==> config.mk <==
export PLATFORM = sky130hd
export DESIGN_NAME = gpov_top
export DESIGN_NICKNAME = d
export VERILOG_FILES = /design/src/shared/gpov_pkg.sv /design/src/shared/gpov_if.sv /design/src/verilog/gpov_gate.sv /design/src/verilog/gpov_top.sv
export SDC_FILE = /design/constraint.sdc
export NUM_CORES = 1
export LEC_CHECK = 0
export ABC_AREA = 1
export BUFFER_PORTS_ARGS = -buffer_cell sky130_fd_sc_hd__buf_2
export CORE_ASPECT_RATIO = 0.8
export CORE_MARGIN = 4
export CORE_UTILIZATION = 25
export DETAILED_ROUTE_END_ITERATION = 10
export SETUP_SLACK_MARGIN = 0.1
export SYNTH_ARGS = -nofsm -noshare
export SYNTH_HDL_FRONTEND = slang
export SYNTH_SLANG_ARGS = --single-unit
==> constraint.sdc <==
create_clock -name clk_i -period 1.2 [get_ports clk_i]
set_input_delay 0.12 -clock clk_i [delete_from_list [all_inputs] [get_ports clk_i]]
set_output_delay 0.12 -clock clk_i [all_outputs]
set_load 0.005 [all_outputs]
==> src/shared/gpov_pkg.sv <==
// Constants and helpers for the general-purpose output value block
package gpov_pkg;

    // ------------------------------------------------------------
    // Widths
    // ------------------------------------------------------------
    localparam int ADDR_W = 16;
    localparam int DATA_W = 8;
    localparam int SEL_W = 3;
    localparam int GEN_PINS = 5;
    localparam int LEG_PINS = 20;
    localparam int HI_BITS = 4;

    // ------------------------------------------------------------
    // Register offsets
    // ------------------------------------------------------------
    localparam logic [ADDR_W-1:0] GEN_VAL_OFS = 16'h00EF;
    localparam logic [ADDR_W-1:0] LEG_LO_OFS = 16'h00F0;
    localparam logic [ADDR_W-1:0] LEG_MID_OFS = 16'h00F1;
    localparam logic [ADDR_W-1:0] LEG_HI_OFS = 16'h00F2;

    // ------------------------------------------------------------
    // Reset values and field positions
    // ------------------------------------------------------------
    localparam logic [DATA_W-1:0] VAL_RST = 8'h00;
    localparam logic [DATA_W-1:0] RDATA_RST = 8'h00;
    localparam int LEG_MID_BASE = 8;
    localparam int LEG_HI_BASE = 16;

    // ------------------------------------------------------------
    // Function selector codes
    // ------------------------------------------------------------
    localparam logic [SEL_W-1:0] SEL_OUTPUT = 3'h1;

    function automatic logic gpov_is_output(input logic [SEL_W-1:0] sel);
        gpov_is_output = (sel == SEL_OUTPUT);
    endfunction : gpov_is_output

endpackage : gpov_pkg

==> src/shared/gpov_if.sv <==
// Carrier between the value registers and the pin gate
`timescale 1ns/1ps
interface gpov_if;
    logic [gpov_pkg::GEN_PINS-1:0] gen_val;
    logic [gpov_pkg::LEG_PINS-1:0] leg_val;
    logic [gpov_pkg::GEN_PINS*gpov_pkg::SEL_W-1:0] gen_sel;
    logic [gpov_pkg::LEG_PINS-1:0] leg_gpo;
    logic [gpov_pkg::LEG_PINS*gpov_pkg::SEL_W-1:0] leg_sel;

    modport regs (output gen_val, output leg_val, output gen_sel, output leg_gpo, output leg_sel);
    modport gate (input gen_val, input leg_val, input gen_sel, input leg_gpo, input leg_sel);
endinterface : gpov_if

==> src/verilog/gpov_gate.sv <==
// Pin gate: stored values reach pins only in plain output mode
`timescale 1ns/1ps
module gpov_gate (
    input wire logic clk_i,
    input wire logic arst_n_i,
    gpov_if.gate bus,
    output logic [gpov_pkg::GEN_PINS-1:0] gen_level_o,
    output logic [gpov_pkg::GEN_PINS-1:0] gen_oe_o,
    output logic [gpov_pkg::LEG_PINS-1:0] leg_level_o,
    output logic [gpov_pkg::LEG_PINS-1:0] leg_oe_o
);

    logic [gpov_pkg::GEN_PINS-1:0] gen_mode;
    logic [gpov_pkg::LEG_PINS-1:0] leg_mode;

    // ------------------------------------------------------------
    // Mode decode
    // ------------------------------------------------------------
    always_comb begin
        for (int i = 0; i < gpov_pkg::GEN_PINS; i++) begin
            gen_mode[i] = gpov_pkg::gpov_is_output(bus.gen_sel[i*gpov_pkg::SEL_W +: gpov_pkg::SEL_W]);
        end
        for (int j = 0; j < gpov_pkg::LEG_PINS; j++) begin
            leg_mode[j] = bus.leg_gpo[j] &
                gpov_pkg::gpov_is_output(bus.leg_sel[j*gpov_pkg::SEL_W +: gpov_pkg::SEL_W]);
        end
    end

    // ------------------------------------------------------------
    // Pin drive
    // ------------------------------------------------------------
    // general pin drive
    always_ff @(posedge clk_i or negedge arst_n_i) begin
        if (!arst_n_i) begin
            gen_level_o <= '0;
            gen_oe_o <= '0;
        end else begin
            gen_level_o <= bus.gen_val & gen_mode;
            gen_oe_o <= gen_mode;
        end
    end

    always_ff @(posedge clk_i or negedge arst_n_i) begin
        if (!arst_n_i) begin
            leg_level_o <= '0;
            leg_oe_o <= '0;
        end else begin
            leg_level_o <= bus.leg_val & leg_mode;
            leg_oe_o <= leg_mode;
        end
    end

endmodule : gpov_gate

==> src/verilog/gpov_top.sv <==
// Output value registers for general pins and output legs
`timescale 1ns/1ps
module gpov_top (
    input wire logic clk_i,
    input wire logic arst_n_i,
    input wire logic [gpov_pkg::ADDR_W-1:0] reg_addr_i,
    input wire logic reg_wr_i,
    input wire logic reg_rd_i,
    input wire logic [gpov_pkg::DATA_W-1:0] reg_wdata_i,
    output logic [gpov_pkg::DATA_W-1:0] reg_rdata_o,
    output logic reg_hit_o,
    input wire logic [gpov_pkg::GEN_PINS*gpov_pkg::SEL_W-1:0] gen_sel_i,
    input wire logic [gpov_pkg::LEG_PINS-1:0] leg_gpo_i,
    input wire logic [gpov_pkg::LEG_PINS*gpov_pkg::SEL_W-1:0] leg_sel_i,
    output logic [gpov_pkg::GEN_PINS-1:0] gen_level_o,
    output logic [gpov_pkg::GEN_PINS-1:0] gen_oe_o,
    output logic [gpov_pkg::LEG_PINS-1:0] leg_level_o,
    output logic [gpov_pkg::LEG_PINS-1:0] leg_oe_o
);

    // ------------------------------------------------------------
    // Decode
    // ------------------------------------------------------------
    logic [gpov_pkg::GEN_PINS-1:0] gen_q;
    logic [gpov_pkg::DATA_W-1:0] leg_lo_q;
    logic [gpov_pkg::DATA_W-1:0] leg_mid_q;
    logic [gpov_pkg::HI_BITS-1:0] leg_hi_q;
    logic [gpov_pkg::DATA_W-1:0] rdata_d;
    logic [gpov_pkg::DATA_W-1:0] rdata_q;
    logic sel_gen;
    logic sel_lo;
    logic sel_mid;
    logic sel_hi;

    assign sel_gen = (reg_addr_i == gpov_pkg::GEN_VAL_OFS);
    assign sel_lo = (reg_addr_i == gpov_pkg::LEG_LO_OFS);
    assign sel_mid = (reg_addr_i == gpov_pkg::LEG_MID_OFS);
    assign sel_hi = (reg_addr_i == gpov_pkg::LEG_HI_OFS);
    // Hit is combinational so the port decoder can tell foreign addresses at once
    assign reg_hit_o = sel_gen | sel_lo | sel_mid | sel_hi;

    // ------------------------------------------------------------
    // Value registers
    // ------------------------------------------------------------
    // reserved bits dropped
    always_ff @(posedge clk_i or negedge arst_n_i) begin
        if (!arst_n_i) begin
            gen_q <= gpov_pkg::VAL_RST[gpov_pkg::GEN_PINS-1:0];
        end else if (reg_wr_i && sel_gen) begin
            gen_q <= reg_wdata_i[gpov_pkg::GEN_PINS-1:0];
        end
    end

    always_ff @(posedge clk_i or negedge arst_n_i) begin
        if (!arst_n_i) begin
            leg_lo_q <= gpov_pkg::VAL_RST;
        end else if (reg_wr_i && sel_lo) begin
            leg_lo_q <= reg_wdata_i;
        end
    end

    always_ff @(posedge clk_i or negedge arst_n_i) begin
        if (!arst_n_i) begin
            leg_mid_q <= gpov_pkg::VAL_RST;
        end else if (reg_wr_i && sel_mid) begin
            leg_mid_q <= reg_wdata_i;
        end
    end

    always_ff @(posedge clk_i or negedge arst_n_i) begin
        if (!arst_n_i) begin
            leg_hi_q <= gpov_pkg::VAL_RST[gpov_pkg::HI_BITS-1:0];
        end else if (reg_wr_i && sel_hi) begin
            leg_hi_q <= reg_wdata_i[gpov_pkg::HI_BITS-1:0];
        end
    end

    // ------------------------------------------------------------
    // Read path
    // ------------------------------------------------------------
    always_comb begin
        rdata_d = '0;
        if (sel_gen) begin
            rdata_d[gpov_pkg::GEN_PINS-1:0] = gen_q;
        end else if (sel_lo) begin
            rdata_d = leg_lo_q;
        end else if (sel_mid) begin
            rdata_d = leg_mid_q;
        end else if (sel_hi) begin
            rdata_d[gpov_pkg::HI_BITS-1:0] = leg_hi_q;
        end
    end

    // Read data holds until the next read so a slow serial shifter can take it
    always_ff @(posedge clk_i or negedge arst_n_i) begin
        if (!arst_n_i) begin
            rdata_q <= gpov_pkg::RDATA_RST;
        end else if (reg_rd_i) begin
            rdata_q <= rdata_d;
        end
    end

    assign reg_rdata_o = rdata_q;

    // ------------------------------------------------------------
    // Pin gate
    // ------------------------------------------------------------
    gpov_if link ();

    assign link.gen_val = gen_q;
    assign link.leg_val = {leg_hi_q, leg_mid_q, leg_lo_q};
    assign link.gen_sel = gen_sel_i;
    assign link.leg_gpo = leg_gpo_i;
    assign link.leg_sel = leg_sel_i;

    gpov_gate i_gpov_gate (
        .clk_i(clk_i),
        .arst_n_i(arst_n_i),
        .bus(link.gate),
        .gen_level_o(gen_level_o),
        .gen_oe_o(gen_oe_o),
        .leg_level_o(leg_level_o),
        .leg_oe_o(leg_oe_o)
    );

    // ------------------------------------------------------------
    // Checks
    // ------------------------------------------------------------
    property p_gen0_drive;
        @(posedge clk_i) disable iff (!arst_n_i)
        (gen_sel_i[2:0] == gpov_pkg::SEL_OUTPUT) |=> (gen_oe_o[0] && gen_level_o[0] == $past(gen_q[0]));
    endproperty
    a_gen0_drive: assert property (p_gen0_drive) else $error("general pin zero not driven from bit 0");

    property p_gen4_write;
        @(posedge clk_i) disable iff (!arst_n_i)
        (reg_wr_i && sel_gen && gen_sel_i[14:12] == gpov_pkg::SEL_OUTPUT) ##1
        (gen_sel_i[14:12] == gpov_pkg::SEL_OUTPUT) |=> (gen_level_o[4] == $past(reg_wdata_i[4], 2));
    endproperty
    a_gen4_write: assert property (p_gen4_write) else $error("general pin four missed written bit 4");

    property p_gen_rsvd;
        @(posedge clk_i) disable iff (!arst_n_i)
        (reg_rd_i && sel_gen) |=> (reg_rdata_o[7:5] == 3'h0 && reg_rdata_o[4:0] == $past(gen_q));
    endproperty
    a_gen_rsvd: assert property (p_gen_rsvd) else $error("general value readback wrong");

    property p_leg0_drive;
        @(posedge clk_i) disable iff (!arst_n_i)
        (leg_gpo_i[0] && leg_sel_i[2:0] == gpov_pkg::SEL_OUTPUT) |=>
        (leg_oe_o[0] && leg_level_o[0] == $past(leg_lo_q[0]));
    endproperty
    a_leg0_drive: assert property (p_leg0_drive) else $error("pair zero positive leg not driven");

    property p_pair3_neg;
        @(posedge clk_i) disable iff (!arst_n_i)
        (leg_gpo_i[7] && leg_sel_i[23:21] == gpov_pkg::SEL_OUTPUT) |=> (leg_level_o[7] == $past(leg_lo_q[7]));
    endproperty
    a_pair3_neg: assert property (p_pair3_neg) else $error("pair three negative leg wrong");

    property p_pair7_neg;
        @(posedge clk_i) disable iff (!arst_n_i)
        (leg_gpo_i[15] && leg_sel_i[47:45] == gpov_pkg::SEL_OUTPUT) |=> (leg_level_o[15] == $past(leg_mid_q[7]));
    endproperty
    a_pair7_neg: assert property (p_pair7_neg) else $error("pair seven negative leg wrong");

    property p_pair9_neg;
        @(posedge clk_i) disable iff (!arst_n_i)
        (reg_rd_i && sel_hi) |=> (reg_rdata_o[7:4] == 4'h0 && reg_rdata_o[3] == $past(leg_hi_q[3]));
    endproperty
    a_pair9_neg: assert property (p_pair9_neg) else $error("high leg register readback wrong");

    property p_sel_other;
        @(posedge clk_i) disable iff (!arst_n_i)
        (gen_sel_i[5:3] != gpov_pkg::SEL_OUTPUT) |=> (!gen_oe_o[1] && !gen_level_o[1]);
    endproperty
    a_sel_other: assert property (p_sel_other) else $error("general pin one driven outside output mode");

    property p_keep_val;
        @(posedge clk_i) disable iff (!arst_n_i)
        (!leg_gpo_i[18] && !(reg_wr_i && sel_hi)) |=> ($stable(leg_hi_q) && !leg_oe_o[18]);
    endproperty
    a_keep_val: assert property (p_keep_val) else $error("stored leg value lost or pin driven");

    property p_pair4_pos;
        @(posedge clk_i) disable iff (!arst_n_i)
        (leg_gpo_i[gpov_pkg::LEG_MID_BASE] && leg_sel_i[26:24] == gpov_pkg::SEL_OUTPUT) |=>
        (leg_oe_o[gpov_pkg::LEG_MID_BASE] && leg_level_o[gpov_pkg::LEG_MID_BASE] == $past(leg_mid_q[0]));
    endproperty
    a_pair4_pos: assert property (p_pair4_pos) else $error("pair four positive leg not driven");

    property p_pair8_pos;
        @(posedge clk_i) disable iff (!arst_n_i)
        (leg_gpo_i[gpov_pkg::LEG_HI_BASE] && leg_sel_i[50:48] == gpov_pkg::SEL_OUTPUT) |=>
        (leg_oe_o[gpov_pkg::LEG_HI_BASE] && leg_level_o[gpov_pkg::LEG_HI_BASE] == $past(leg_hi_q[0]));
    endproperty
    a_pair8_pos: assert property (p_pair8_pos) else $error("pair eight positive leg not driven");

    property p_gen_write;
        @(posedge clk_i) disable iff (!arst_n_i)
        (reg_wr_i && sel_gen) |=> (gen_q == $past(reg_wdata_i[gpov_pkg::GEN_PINS-1:0]));
    endproperty
    a_gen_write: assert property (p_gen_write) else $error("general value write not stored");

    property p_lo_write;
        @(posedge clk_i) disable iff (!arst_n_i)
        (reg_wr_i && sel_lo) |=> (leg_lo_q == $past(reg_wdata_i));
    endproperty
    a_lo_write: assert property (p_lo_write) else $error("low leg value write not stored");

    property p_hi_write;
        @(posedge clk_i) disable iff (!arst_n_i)
        (reg_wr_i && sel_hi) |=> (leg_hi_q == $past(reg_wdata_i[gpov_pkg::HI_BITS-1:0]));
    endproperty
    a_hi_write: assert property (p_hi_write) else $error("high leg value write not stored");

    property p_gen_keep;
        @(posedge clk_i) disable iff (!arst_n_i)
        (gen_sel_i[2:0] != gpov_pkg::SEL_OUTPUT && !(reg_wr_i && sel_gen)) |=> ($stable(gen_q) && !gen_oe_o[0]);
    endproperty
    a_gen_keep: assert property (p_gen_keep) else $error("general value lost or pin zero driven");

endmodule : gpov_top

==> impl_metrics.tcl <==
set metrics [dict create \
    status "finished clean" \
    layout-drive-gt1-share 0.390 \
    final-setup-viol-count 0 \
    yosys.area_share.adder 0 \
    worstPathCellList "buf_6, nor2_4, nand2_4, nor2_8, buf_12, nand2_8, o211ai_1, buf_2" \
    seqPwrFrac 0.436 \
    yosysSeqAreaShare 0.579 \
    p_sw_frac 0.220 \
    viasPerCell 4.18 \
    internal-power_mw 5.09 \
    grt_max_degree 42 \
    ios 182 \
    whs_ps 14.1 \
    fin_crit_sh 0.920 \
    synth_cell_type_count 23 \
    worst-path-stages 8 \
    fp.dieH_um 115 \
    wl_mm 10.6 \
    hold-path-endpoint "i_gpov_gate.gen_oe_o[3]" \
    path_delay_family "simple AND/OR/NAND/NOR gates" \
    synthCells 399 \
    gp_congestion 0.787 \
    cts_tree "built" \
    hp-start "gen_sel_i[9]" \
    critical_path_required_ps 1080 \
    finalHoldViolations 0 \
    route.detailed.drc 0 \
    rsz0062_at_grt "yes" \
    comb_power_share 0.092 \
    core_um2 13800 \
    ant_nets 0 \
    cts_buffers 9 \
    synthFlopType "dfrtp_1" \
    reg2reg_to "reg_rdata_o[7]" \
    multi_input_area_um2 1240 \
    crit_path_max_fanout 4 \
    critPathArrivalTime_ps 980 \
    crit_buf_inv 3 \
    cts-root-buf "clkbuf_16" \
    yosys-top-cells-count "nand2_1, inv_1, dfrtp_1" \
    drt_first_pass_iters 6 \
    power_density_nw_per_um2 1150 \
    grt_pass1_wl_mm 16.1 \
    n_antenna_cell 0 \
    avgSynthCellArea_um2 8.99 \
    synth_warnings 0 \
    io_buffers 181 \
    pwr-share-clk 0.472 \
    row_count 38 \
    start_util 0.260 \
    regToRegSetupSlack_ps 300 \
    synth_top_family_by_area "simple AND/OR/NAND/NOR gates" \
    die-area_um2 16300 \
    period_minus_slack_ps 1100 \
    h-tree-depth 3 \
    synth_top_area_share 0.579 \
    drt_iter0_markers 86 \
    hpwl_mm 8.17 \
    async_flop_share 1.00 \
    clkTransAtPathRegs_ps 60 \
    grt_pass1_vias 3399 \
    cts_sinks 83 \
    holdPathStages 3 \
    reg2reg_depth 4 \
    antenna_found_initial 1 \
    seq_area_um2 2080 \
    grt_overflow_total 0 \
    synth-simple-area-share 0.258 \
    slew_headroom 0.757 \
    cts_buffer_depth 2 \
    max_stage_delay_ps 170 \
    critPathKind "in2out" \
    yosysTopAreaCell "dfrtp_1" \
    nFillCells 1419 \
    cap_violations 0 \
    synth_most_common_cell "nand2_1" \
    fin_util 0.412 \
    synth_compound_area_frac 0.0593 \
    finalMaxSlewViolations 0 \
    synth.area.mux_share 0 \
    clock_skew_ps 6.74 \
    clk_latency_ps 340 \
    synthXorXnorAreaFrac 0 \
    nNetsFinal 762 \
    slowest_stage "nor2_8" \
    worstHoldPathType "in2reg" \
    peakVddDrop_mv 0.681 \
    synth_area_leaders "dfrtp_1, nand2_1, inv_1" \
    fmax_ghz 0.905 \
    track_usage 0.125 \
    area_delta_synth_final_pct 58.5 \
    fin_tns_setup_ps 0 \
    wl_per_cell_um 12.8 \
    cp-start-kind "primary input" \
    synth_nets 522 \
    p_leak_nw 3.25 \
    critPathCaptureType "output pin" \
    synthesis.area_um2 3590 \
    r2r_start "leg_mid_q[7]" \
    num_vias 3441 \
    die-width_um 142 \
    max_slew.worst_pin.slew_ps 365 \
    p_sw_mw 1.43 \
    synth_edf_count 0 \
    ys_ff_latch 83 \
]
final cells by class:
type                    count  area share
well taps                 180      0.0396
clock inverters             5      0.0150
flip-flops and latches     83       0.365
inverters                  87      0.0574
repair buffers            233       0.261
clock buffers              11      0.0444
multi-input cells         225       0.217
per-stage QoR:
step	power (mW)	cell area, µm²	worst slack [ps]	instances
after floorplan	3.03	3600	107	399
after CTS	6.60	5570	100	818
after global routing	6.76	5690	24.6	824
after detailed placement	3.40	4810	-220	766
after global placement	3.38	4810	-142	766
final	6.53	5690	95.6	824
per-layer routing:
layer	up-vias	track usage	routed length, µm
met2	132	0.214	4970
met1	1566	0.152	4560
met4	2	0.0294	80
li1	1733	-	-
met5	-	0	7
met3	8	0.0445	940
worst max path at each step:
| stage | from | endpoint | slack (ps) |
|---|---|---|---|
| 4_1_cts | reg_addr_i[15] | reg_hit_o | 100 |
| 5_1_grt | reg_addr_i[11] | leg_mid_q[5] | 20 |
| 6_report | reg_addr_i[8] | reg_hit_o | 100 |
| 3_5_place_dp | reg_addr_i[15] | leg_mid_q[0] | -220 |
| 3_3_place_gp | reg_addr_i[9] | leg_mid_q[0] | -140 |
| 2_1_floorplan | reg_addr_i[9] | leg_lo_q[5] | 110 |
cells by family (layout without fill, tap and decap cells):
family	Yosys count	after routing
and+or+nand+nor	186	186
buffers and inverters	91	336
DFF	83	83
AOI/OAI and AO/OA	39	39
worst min-delay path, cell delays in order:
cell and delay [ps]:
buf_2 90, inv_1 60, nor3_1 40
state kept, by name (all words and copies together), names as in the netlist:
register,cells
i_gpov_gate.leg_level_o,20
i_gpov_gate.leg_oe_o,20
leg_lo_q,8
leg_mid_q,8
reg_rdata_o,8
gen_q,5
i_gpov_gate.gen_level_o,5
i_gpov_gate.gen_oe_o,5
leg_hi_q,4
power groups by stage:
stage,logic [mW],clock network (mW),registers [mW]
final,0.601,3.08,2.84
after global routing,0.676,3.24,2.85
after CTS,0.599,3.16,2.85
after detailed placement,0.502,0,2.90
after global placement,0.483,0,2.89
after floorplan,0.128,0,2.90
cells in the final DEF, fill, tap and decap left out, drive strengths merged:
master | Yosys | layout
a21oi | 4 | 4
buf | 2 | 202
bufinv | 0 | 2
clkbuf | 2 | 11
clkinv | 0 | 2
clkinvlp | 0 | 1
dfrtp | 83 | 83
dlygate4sd3 | 0 | 31
inv | 87 | 87
nand2 | 95 | 95
nand3 | 8 | 8
nand3b | 2 | 2
nand4 | 2 | 2
nor2 | 29 | 29
nor3 | 25 | 25
nor4 | 25 | 25
o211ai | 1 | 1
o21ai | 34 | 34
timing repair:
item                                    4_1_cts  5_1_grt
pin swaps                                     9        6
endpoints found under the hold margin       133        0
endpoints found under the setup margin        1       19
hold buffers                                 31        0
gates resized for setup                      16       25
cloned                                        0        1
buffers inserted                              5        5
Power figures use the tool's default switching activity.
